File: src/include/acl_pkg.sv
package acl_pkg;
  // Clock and time base
  localparam int CLK_HZ = 40_000_000;
  localparam int TICK_MS = 1;
  localparam int TICK_CYC_DEF = CLK_HZ / 1000 * TICK_MS;
  localparam int HOLD_MS = 2000;
  localparam int MSG_MS = 250;
  localparam int IDLE_S = 40;
  localparam int AGE_MIN = 10;
  localparam logic [10:0] HOLD_TK = 11'(HOLD_MS / TICK_MS);
  localparam logic [7:0] MSG_TK = 8'(MSG_MS / TICK_MS);
  localparam logic [15:0] IDLE_TK = 16'(IDLE_S * 1000 / TICK_MS);
  localparam logic [9:0] SEC_TK = 10'(1000 / TICK_MS);
  localparam logic [9:0] AGE_SEC = 10'(AGE_MIN * 60);

  // Sizes
  localparam int NKEY = 5;
  localparam int NCH = 16;
  localparam int NLIST = 25;
  localparam int ID_W = 17;
  localparam int VAL_W = 16;
  localparam int CODE_W = 14;
  localparam logic [4:0] LIST_LAST = 5'(NLIST - 1);
  localparam logic [1:0] CUR_LAST = 2'h3;

  // Key bit positions
  localparam int K_EXIT = 0;
  localparam int K_SEL = 1;
  localparam int K_EDIT = 2;
  localparam int K_DOWN = 3;
  localparam int K_UP = 4;

  // Register offsets
  localparam logic [7:0] REG_CTRL = 8'h00;
  localparam logic [7:0] REG_CODE_IN = 8'h04;
  localparam logic [7:0] REG_CODE_SET = 8'h08;
  localparam logic [7:0] REG_STATUS = 8'h0c;
  localparam logic [7:0] REG_CH_SEL = 8'h10;
  localparam logic [7:0] REG_CH_ID = 8'h14;

  // Field positions and reset values
  localparam int CTRL_DIGIT_BIT = 0;
  localparam int ST_LVL_BIT = 3;
  localparam int ST_EDIT_BIT = 4;
  localparam int CHID_VLD_BIT = 17;
  localparam logic CTRL_RST = 1'b0;
  localparam logic [CODE_W-1:0] CODE_RST = 14'h0000;

  typedef enum logic [2:0] {
    ST_HOME, ST_CODE, ST_OK, ST_ERR, ST_SETUP, ST_LIST, ST_LINK, ST_SET
  } acl_state_t;

  typedef struct packed {
    logic up;
    logic down;
    logic edit;
    logic sel;
    logic exit;
  } acl_keys_t;

  typedef struct packed {
    logic valid;
    logic [ID_W-1:0] id;
    logic [VAL_W-1:0] value;
  } acl_tgm_t;

  typedef struct packed {
    logic valid;
    logic [3:0] ch;
    logic [VAL_W-1:0] value;
  } acl_dlv_t;
endpackage

File: src/acl_core.sv
`timescale 1ns/1ps
// How it works
// - Long hold asks level; prompt if coded
// - Direct mode: up/down step whole code
// - Good code: OK message, then level
// - Bad code: error message, then home
// - Edit key starts at rightmost digit
// - Up/down change digit; edit moves left
// - Short select stops edit; hold submits
// - Setup code zero means no prompt
// - Deliver to first linked channel only
// - Unlinked IDs join list, 25 max
// - Drop entries unheard ten minutes
// - Linked IDs never shown in list
// - Open list frozen, newest first
// - Up/down pick channel; select opens list
// - Select picks; hold links, shows message
// - Exit hold or idle returns home
// - Both codes inactive after reset
// - Separate code per protected level
module acl_core
  import acl_pkg::*;
#(
  parameter int unsigned TICK_CYC = TICK_CYC_DEF
) (
  // Clock and reset
  input wire logic clk,
  input wire logic nrst,
  // APB slave
  input wire logic psel,
  input wire logic penable,
  input wire logic pwrite,
  input wire logic [7:0] paddr,
  input wire logic [31:0] pwdata,
  output logic [31:0] prdata,
  output logic pready,
  output logic pslverr,
  // Front keys
  input wire acl_keys_t keys,
  // Telegram receiver
  input wire acl_tgm_t rx,
  output acl_dlv_t dlv,
  // Display
  output acl_state_t disp_state,
  output logic [15:0] disp_code,
  output logic [1:0] disp_cursor,
  output logic disp_cursor_flash,
  output logic [3:0] disp_ch,
  output logic [ID_W-1:0] disp_id,
  output logic disp_id_flash
);

  function automatic logic [3:0] dig_step(input logic [3:0] d,
                                          input logic up);
    if (up)
      dig_step = (d == 4'h9) ? 4'h0 : d + 4'h1;
    else
      dig_step = (d == 4'h0) ? 4'h9 : d - 4'h1;
  endfunction

  function automatic logic [15:0] bcd_step(input logic [15:0] v,
                                           input logic up);
    logic [15:0] r;
    logic c;
    r = v;
    c = 1'b1;
    for (int i = 0; i < 4; i++) begin
      if (c) begin
        r[i*4+:4] = dig_step(r[i*4+:4], up);
        c = up ? (r[i*4+:4] == 4'h0) : (r[i*4+:4] == 4'h9);
      end
    end
    bcd_step = r;
  endfunction

  function automatic logic [CODE_W-1:0] bcd2bin(input logic [15:0] v);
    bcd2bin = 14'(v[15:12]) * 14'd1000 + 14'(v[11:8]) * 14'd100 +
              14'(v[7:4]) * 14'd10 + 14'(v[3:0]);
  endfunction

  acl_state_t state_q;
  logic [NKEY-1:0] kmeta_q, kv, kprev_q;
  logic [NKEY-1:0] ev_press, ev_short, ev_long;
  logic [10:0] hold_q [NKEY];
  logic [15:0] tick_q, idle_q;
  logic [9:0] ms_q;
  logic [7:0] msg_q;
  logic tick, sec, msg_done, idle_to, any_key;
  logic digit_mode_q, lvl_q, editing_q, picked_q, seen_q;
  logic [CODE_W-1:0] code_in_q, code_set_q;
  logic [3:0] ch_sel_q, ch_q, home_ch_q;
  logic [15:0] digits_q;
  logic [1:0] cursor_q;
  logic [4:0] list_idx_q, pick_idx_q;
  logic link_vld_q [NCH];
  logic [ID_W-1:0] link_id_q [NCH];
  logic lst_vld_q [NLIST];
  logic [ID_W-1:0] lst_id_q [NLIST];
  logic [9:0] lst_age_q [NLIST];
  logic rx_hit, lst_hit, lst_free, frozen, link_we, code_ok;
  logic [3:0] hit_ch;
  logic [4:0] lst_k, hit_idx, free_idx;

  // Key synchroniser and timing
  always_ff @(posedge clk or negedge nrst) begin
    if (!nrst) begin
      kmeta_q <= '0;
      kv <= '0;
      kprev_q <= '0;
    end else begin
      kmeta_q <= keys;
      kv <= kmeta_q;
      kprev_q <= kv;
    end
  end

  for (genvar k = 0; k < NKEY; k++) begin : g_key
    always_ff @(posedge clk or negedge nrst) begin
      if (!nrst)
        hold_q[k] <= '0;
      else if (!kv[k])
        hold_q[k] <= '0;
      else if (tick && hold_q[k] != HOLD_TK)
        hold_q[k] <= hold_q[k] + 11'h001;
    end
    assign ev_long[k] = kv[k] && tick && hold_q[k] == HOLD_TK - 11'h001;
    assign ev_short[k] = kprev_q[k] && !kv[k] && hold_q[k] != HOLD_TK;
    assign ev_press[k] = kv[k] && !kprev_q[k];
  end

  assign tick = tick_q == 16'(TICK_CYC - 1);
  assign sec = tick && ms_q == SEC_TK - 10'h001;
  assign msg_done = tick && msg_q == MSG_TK - 8'h01;
  assign idle_to = tick && idle_q == IDLE_TK - 16'h0001;
  assign any_key = |ev_press;

  always_ff @(posedge clk or negedge nrst) begin
    if (!nrst) begin
      tick_q <= '0;
      ms_q <= '0;
    end else begin
      tick_q <= tick ? 16'h0000 : tick_q + 16'h0001;
      if (sec)
        ms_q <= '0;
      else if (tick)
        ms_q <= ms_q + 10'h001;
    end
  end

  always_ff @(posedge clk or negedge nrst) begin
    if (!nrst)
      idle_q <= '0;
    else if (any_key || state_q == ST_HOME)
      idle_q <= '0;
    else if (tick)
      idle_q <= idle_q + 16'h0001;
  end

  always_ff @(posedge clk or negedge nrst) begin
    if (!nrst)
      msg_q <= '0;
    else if (state_q != ST_OK && state_q != ST_ERR && state_q != ST_LINK)
      msg_q <= '0;
    else if (tick)
      msg_q <= msg_q + 8'h01;
  end

  // Operator state machine
  assign code_ok = bcd2bin(digits_q) ==
                   (lvl_q ? code_set_q : code_in_q);
  assign link_we = state_q == ST_LIST && picked_q && ev_long[K_SEL];
  assign frozen = state_q == ST_LIST;

  always_ff @(posedge clk or negedge nrst) begin
    if (!nrst) begin
      state_q <= ST_HOME;
      lvl_q <= 1'b0;
      editing_q <= 1'b0;
      cursor_q <= '0;
      digits_q <= '0;
      ch_q <= '0;
      home_ch_q <= '0;
      list_idx_q <= '0;
      pick_idx_q <= '0;
      picked_q <= 1'b0;
      seen_q <= 1'b0;
    end else if (state_q != ST_HOME && (ev_long[K_EXIT] || idle_to)) begin
      state_q <= ST_HOME;
      editing_q <= 1'b0;
    end else begin
      case (state_q)
        ST_HOME: begin
          digits_q <= '0;
          cursor_q <= '0;
          editing_q <= 1'b0;
          ch_q <= home_ch_q;
          if (ev_press[K_UP])
            home_ch_q <= home_ch_q + 4'h1;
          else if (ev_press[K_DOWN])
            home_ch_q <= home_ch_q - 4'h1;
          if (ev_long[K_EDIT]) begin
            lvl_q <= 1'b0;
            state_q <= (code_in_q == CODE_RST) ? ST_SETUP : ST_CODE;
          end else if (ev_long[K_SEL]) begin
            lvl_q <= 1'b1;
            state_q <= (code_set_q == CODE_RST) ? ST_SET : ST_CODE;
          end
        end
        ST_CODE: begin
          if (ev_long[K_SEL]) begin
            editing_q <= 1'b0;
            state_q <= code_ok ? ST_OK : ST_ERR;
          end else if (ev_short[K_SEL]) begin
            editing_q <= 1'b0;
          end else if (digit_mode_q && ev_short[K_EDIT]) begin
            if (!editing_q) begin
              editing_q <= 1'b1;
              cursor_q <= '0;
            end else if (cursor_q != CUR_LAST) begin
              cursor_q <= cursor_q + 2'h1;
            end else begin
              editing_q <= 1'b0;
            end
          end else if (ev_press[K_UP] || ev_press[K_DOWN]) begin
            if (!digit_mode_q)
              digits_q <= bcd_step(digits_q, ev_press[K_UP]);
            else if (editing_q)
              digits_q[cursor_q*4+:4] <=
                dig_step(digits_q[cursor_q*4+:4], ev_press[K_UP]);
          end
        end
        ST_OK: begin
          if (msg_done)
            state_q <= lvl_q ? ST_SET : ST_SETUP;
        end
        ST_ERR: begin
          if (msg_done)
            state_q <= ST_HOME;
        end
        ST_SETUP: begin
          if (ev_press[K_UP])
            ch_q <= ch_q + 4'h1;
          else if (ev_press[K_DOWN])
            ch_q <= ch_q - 4'h1;
          else if (ev_short[K_SEL]) begin
            state_q <= ST_LIST;
            list_idx_q <= '0;
            picked_q <= 1'b0;
            seen_q <= 1'b0;
          end
        end
        ST_LIST: begin
          if (link_we) begin
            state_q <= ST_LINK;
          end else if (ev_short[K_SEL] && lst_vld_q[list_idx_q]) begin
            picked_q <= 1'b1;
            pick_idx_q <= list_idx_q;
          end else if (ev_press[K_UP]) begin
            seen_q <= 1'b1;
            list_idx_q <= (list_idx_q == LIST_LAST) ? 5'h00
                                                   : list_idx_q + 5'h01;
          end else if (ev_press[K_DOWN]) begin
            seen_q <= 1'b1;
            list_idx_q <= (list_idx_q == 5'h00) ? LIST_LAST
                                               : list_idx_q - 5'h01;
          end
        end
        ST_LINK: begin
          if (msg_done)
            state_q <= ST_SETUP;
        end
        ST_SET: begin
        end
        default: state_q <= ST_HOME;
      endcase
    end
  end

  // Channel links and delivery
  always_comb begin
    rx_hit = 1'b0;
    hit_ch = '0;
    for (int c = NCH - 1; c >= 0; c--) begin
      if (link_vld_q[c] && link_id_q[c] == rx.id) begin
        rx_hit = 1'b1;
        hit_ch = 4'(c);
      end
    end
  end

  always_ff @(posedge clk or negedge nrst) begin
    if (!nrst) begin
      for (int c = 0; c < NCH; c++) begin
        link_vld_q[c] <= 1'b0;
        link_id_q[c] <= '0;
      end
    end else if (link_we) begin
      link_vld_q[ch_q] <= 1'b1;
      link_id_q[ch_q] <= lst_id_q[pick_idx_q];
    end
  end

  always_ff @(posedge clk or negedge nrst) begin
    if (!nrst)
      dlv <= '0;
    else begin
      dlv.valid <= rx.valid && rx_hit;
      dlv.ch <= hit_ch;
      dlv.value <= rx.value;
    end
  end

  // Pending list, newest at entry 0
  always_comb begin
    lst_hit = 1'b0;
    lst_free = 1'b0;
    hit_idx = '0;
    free_idx = '0;
    for (int i = NLIST - 1; i >= 0; i--) begin
      if (lst_vld_q[i] && lst_id_q[i] == rx.id) begin
        lst_hit = 1'b1;
        hit_idx = 5'(i);
      end
      if (!lst_vld_q[i]) begin
        lst_free = 1'b1;
        free_idx = 5'(i);
      end
    end
    lst_k = lst_hit ? hit_idx : (lst_free ? free_idx : LIST_LAST);
  end

  for (genvar i = 0; i < NLIST; i++) begin : g_list
    logic ins;
    assign ins = rx.valid && !rx_hit && !frozen;
    always_ff @(posedge clk or negedge nrst) begin
      if (!nrst) begin
        lst_vld_q[i] <= 1'b0;
        lst_id_q[i] <= '0;
        lst_age_q[i] <= '0;
      end else if (link_we && pick_idx_q == 5'(i)) begin
        lst_vld_q[i] <= 1'b0;
      end else if (ins && i == 0) begin
        lst_vld_q[i] <= 1'b1;
        lst_id_q[i] <= rx.id;
        lst_age_q[i] <= '0;
      end else if (ins && 5'(i) <= lst_k) begin
        lst_vld_q[i] <= lst_vld_q[(i == 0) ? 0 : i - 1];
        lst_id_q[i] <= lst_id_q[(i == 0) ? 0 : i - 1];
        lst_age_q[i] <= lst_age_q[(i == 0) ? 0 : i - 1];
      end else if (sec && !frozen && lst_vld_q[i]) begin
        lst_age_q[i] <= lst_age_q[i] + 10'h001;
        if (lst_age_q[i] == AGE_SEC - 10'h001)
          lst_vld_q[i] <= 1'b0;
      end
    end
  end

  // Display
  assign disp_state = state_q;
  assign disp_code = digits_q;
  assign disp_cursor = cursor_q;
  always_ff @(posedge clk or negedge nrst) begin
    if (!nrst) begin
      disp_cursor_flash <= 1'b0;
      disp_ch <= '0;
      disp_id <= '0;
      disp_id_flash <= 1'b0;
    end else begin
      disp_cursor_flash <= state_q == ST_CODE && editing_q;
      disp_ch <= (state_q == ST_HOME) ? home_ch_q : ch_q;
      disp_id_flash <= state_q == ST_LIST;
      if (state_q == ST_HOME)
        disp_id <= link_id_q[home_ch_q];
      else if (state_q == ST_LIST && picked_q)
        disp_id <= lst_id_q[pick_idx_q];
      else if (state_q == ST_LIST && seen_q)
        disp_id <= lst_vld_q[list_idx_q] ? lst_id_q[list_idx_q] : '0;
      else
        disp_id <= link_id_q[ch_q];
    end
  end

  // APB registers
  logic [31:0] rdata_d;
  logic unmapped;
  always_comb begin
    rdata_d = '0;
    unmapped = 1'b0;
    case (paddr)
      REG_CTRL: rdata_d[CTRL_DIGIT_BIT] = digit_mode_q;
      REG_CODE_IN: rdata_d[CODE_W-1:0] = code_in_q;
      REG_CODE_SET: rdata_d[CODE_W-1:0] = code_set_q;
      REG_STATUS: begin
        rdata_d[2:0] = state_q;
        rdata_d[ST_LVL_BIT] = lvl_q;
        rdata_d[ST_EDIT_BIT] = editing_q;
      end
      REG_CH_SEL: rdata_d[3:0] = ch_sel_q;
      REG_CH_ID: begin
        rdata_d[ID_W-1:0] = link_id_q[ch_sel_q];
        rdata_d[CHID_VLD_BIT] = link_vld_q[ch_sel_q];
      end
      default: unmapped = 1'b1;
    endcase
  end

  assign pready = 1'b1;
  always_ff @(posedge clk or negedge nrst) begin
    if (!nrst) begin
      prdata <= '0;
      pslverr <= 1'b0;
    end else if (psel && !penable) begin
      prdata <= pwrite ? 32'h0000_0000 : rdata_d;
      pslverr <= unmapped;
    end
  end

  always_ff @(posedge clk or negedge nrst) begin
    if (!nrst) begin
      digit_mode_q <= CTRL_RST;
      code_in_q <= CODE_RST;
      code_set_q <= CODE_RST;
      ch_sel_q <= '0;
    end else if (psel && penable && pwrite) begin
      case (paddr)
        REG_CTRL: digit_mode_q <= pwdata[CTRL_DIGIT_BIT];
        REG_CODE_IN: code_in_q <= pwdata[CODE_W-1:0];
        REG_CODE_SET: code_set_q <= pwdata[CODE_W-1:0];
        REG_CH_SEL: ch_sel_q <= pwdata[3:0];
        default: ;
      endcase
    end
  end
endmodule

File: config.mk
export PLATFORM = sky130hd
export DESIGN_NAME = acl_core
export DESIGN_NICKNAME = d
export VERILOG_FILES = /design/src/include/acl_pkg.sv /design/src/acl_core.sv
export SDC_FILE = /design/constraint.sdc
export NUM_CORES = 2
export LEC_CHECK = 0
export ABC_CLOCK_PERIOD_IN_PS = 4600
export BUFFER_PORTS_ARGS = -buffer_cell sky130_fd_sc_hd__buf_4
export CAP_MARGIN = 15
export CORE_ASPECT_RATIO = 0.7
export CORE_MARGIN = 2
export CORE_UTILIZATION = 44
export CTS_BUF_LIST = sky130_fd_sc_hd__clkbuf_16
export DETAILED_ROUTE_END_ITERATION = 16
export PLACE_DENSITY = 0.64
export SLEW_MARGIN = 10
export SYNTH_ARGS = -nofsm -noshare
export SYNTH_HDL_FRONTEND = slang
export SYNTH_SLANG_ARGS = --single-unit
File: constraint.sdc
create_clock -name clk -period 4.6 [get_ports clk]
set_clock_uncertainty 0.1 [all_clocks]
set_input_delay 0.92 -clock clk [delete_from_list [all_inputs] [get_ports clk]]
set_output_delay 0.92 -clock clk [all_outputs]
set_load 0.02 [all_outputs]
==> impl_metrics.yaml <==
floorplanning:
  ios: 183
  die-width_um: 513.2
  initial_core_util: 0.4439
  core_area_um2: 179900
  rows: 130
  die_y_um: 360.4
  floorplan.die_area_um2: 185000
clock_tree:
  clk_path_buf_depth: 3
  worstSkewPairLatency_ns: 0.82
  cts_tree: "yes"
  cts_made_buffers: 137
  root_buffer: "clkbuf_16"
  cts.sinks: 1225
  h-tree-depth: 4
  path_clk_slew_ns: 0.06
synth:
  synth_commonest_cells: "dfrtp_1 (1225), xnor2_1 (706), mux2_2 (696), nand2_1 (570), mux4_2 (510)"
  ys_top_cells_by_area: "dfrtp_1 (38%), mux4_2 (14%), mux2_2 (9.8%)"
  synth_area_per_cell_um2: 11.58
  synth_flop_cell: "dfrtp_1"
  ys_seq_area_frac: 0.3838
  synthArstFlopShare: 1.000
  netlist_area_um2: 79860
  synth.most_common_cell: "dfrtp_1"
  yosysTopAreaCell: "dfrtp_1"
  netlist.area_leader.share: 0.3838
  yosysWarningCount: 0
  synth_cell_type_count: 102
  synthCells: 6898
  ys_seq_elements: 1225
  synth_edf_count: 0
power:
  pwr-share-clk: 0.351
  p_sw_mw: 10.90
  pwr-share-seq: 0.420
  p_leak_nw: 40.02
  ir_drop_v: 0.0003026
  swShare: 0.3375
  p_per_area_nw_per_um2: 346.7
  pwr-share-comb: 0.229
  power_mw: 32.30
  intPower_mw: 21.40
sta:
  hold_viol_final: 0
  rsz0062_at_grt: "true"
  relSlewSlack: 0.2217
  min_period_ns: 4.668
  tightest_slew_ns: 1.157
  fin_setup_tns_ns: -1.150
  finalCritPeriodShare: 1.015
  drv_slew: 0
  fmax_mhz: 214.2
  setup_violations: 28
  holdWs_ns: 0.1075
  fin_ws_ns: -0.06781
setup_path:
  worst_setup_path_start_kind: "input pin"
  cp_data_required_time_ns: 5.18
  worst_setup_path_end_kind: "flip-flop"
  arrival_ns: 5.25
  worst-setup-path-type: "in2reg"
  cp_max_fo: 18
min_path:
  hold_class: "in2reg"
placement:
  port_buffers: 149
  dp_slack_ns: -0.5841
  post-place-cells: 9699
  dp_hpwl_um: 225700
  place_congestion: 1.088
final_layout:
  multi_input_comb_area_um2: 46790
  fillCellCount: 15610
  final_cells: 9959
  finalNetCount: 7683
  drive_gt1_frac: 0.3252
  syn_to_final_growth_pct: 16.65
  ff_latch_area_um2: 30700
grt:
  grt.overflow.total: 0
  grt_pass1_vias: 60980
  antenna_found_initial: 26
  grt_first_pass_wirelength_um: 436200
  grt_max_degree: 108
  grt_usage: 0.3201
detailed_routing:
  post_drt_via_cell_ratio: 6.357
  drc: 0
  vias: 63310
  wl_um: 298500
  dr.pass1.iters: 8
  first_iter_violations: 8991
  post_drt_wl_per_cell_um: 29.97
  ant_nets: 0
run_status:
  violations: "negative setup slack"
  outcome: "finished, violations left"
flow_run:
  drv_cap: 0
-- power groups by stage --
stage                     Sequential [mW]  Combinational [mW]  Clock [mW]
after global placement               13.6                7.05           0
after CTS                            13.5                7.20        11.5
final                                13.6                7.39        11.4
after global routing                 13.7                7.74        11.9
after detailed placement             13.7                7.15           0
after floorplan                      12.6                4.68           0
-- cell families after synthesis --
kind of cell,after synthesis,share of synthesized area
other,2,0.00009404
and+or+nand+nor,1903,0.1212
DFF,1225,0.3838
adders and majority gates,129,0.02200
AOI/OAI and AO/OA,578,0.04523
muxes,1472,0.2785
buffers and inverters,564,0.03675
xor gates and xnor gates,1025,0.1124
-- final timing paths --
path	startpoint	to	slack, ns	depth (start not counted)
min	rx[14]	dlv[14]	0.11	1
max in group asynchronous	nrst	lst_age_q[74]	2.47	3
min in group asynchronous	nrst	dlv[3]	0.64	2
max	rx[25]	lst_id_q[268]	-0.07	17
min reg2reg	kmeta_q[4]	kv[4]	0.25	0
max reg2reg	disp_code[13]	disp_state[0]	-0.03	16
-- worst max-delay path, cell delays in order --
cell	delay, ns
buf_4	0.30
buf_12	0.25
buf_4	0.16
xnor2_1	0.18
nand4_1	0.21
nor3_1	0.10
nand4_1	0.28
buf_4	0.19
nand4_1	0.12
nor2_1	0.25
nand2_1	0.19
nor2_4	0.41
nand2_1	0.29
buf_4	0.24
a21oi_4	0.55
buf_12	0.21
mux2_1	0.34
-- through the flow --
stage	instance area [um2]	utilization
2_1_floorplan	79990	-
4_1_cts	92970	0.5168
3_5_place_dp	88340	0.4911
3_3_place_gp	88340	0.4911
6_report	93160	0.5179
5_1_grt	93150	0.5178
-- registers in the layout (all words and copies together), names as in the netlist, 8 cells and up --
| name | count |
|---|---|
| code_in_q | 14 |
| lst_age_q | 250 |
| ms_q | 10 |
| lst_vld_q | 25 |
| disp_id | 17 |
| link_id_q | 272 |
| lst_id_q | 425 |
| msg_q | 8 |
| dlv | 21 |
| code_set_q | 14 |
| tick_q | 16 |
| hold_q | 33 |
| idle_q | 16 |
| prdata | 18 |
| link_vld_q | 16 |
| disp_code | 16 |
-- per-layer routing --
layer,track usage,part of all wire,up-vias
met4,0.08423,0.030,18
met2,0.4082,0.38,3927
met1,0.4769,0.43,32330
met5,0.007237,0.00099,-
li1,-,-,26500
met3,0.1491,0.16,545
-- cell type report --
cell class                 count  share of cell area
tap                         2376             0.03191
clock inverter               106             0.01177
multi-input combinational   5123              0.5022
timing repair buffer         876             0.08316
inverter                     107            0.004338
antenna                        9           0.0002417
sequential                  1225              0.3295
clock buffer                 137             0.03680
-- placed cells by master (no fill, tap or decap), types with 18 or more instances in the layout --
cell	count
and4_1	20
buf_4	781
inv_1	112
nor4_1	59
clkinv_2	27
nor3b_1	20
o21ai_0	161
mux4_2	510
mux2i_1	114
clkbuf_16	137
and3_1	66
xnor2_1	702
nand4_1	347
xor2_1	317
clkinv_1	23
and2_1	22
a21oi_1	204
mux2_1	133
nand3_1	120
nor3_1	98
a21o_1	19
buf_12	92
dfrtp_1	1206
mux2_4	19
ha_1	94
nor4b_1	41
nand2b_1	23
or3_1	18
nor2_1	350
or2_2	29
mux2_2	695
nand2_1	570
-- what timing repair did --
| action | CTS | global route |
|---|---|---|
| endpoints found under the setup margin | 1 | 29 |
| pin swaps | 10 | 17 |
| endpoints found under the hold margin | 30 | 0 |
| buffers inserted | 2 | 4 |
| resized for setup | 16 | 21 |
| cloned | 0 | 1 |
| hold buffers | 1 | 0 |
No activity file was read; power rests on OpenSTA's default activity.
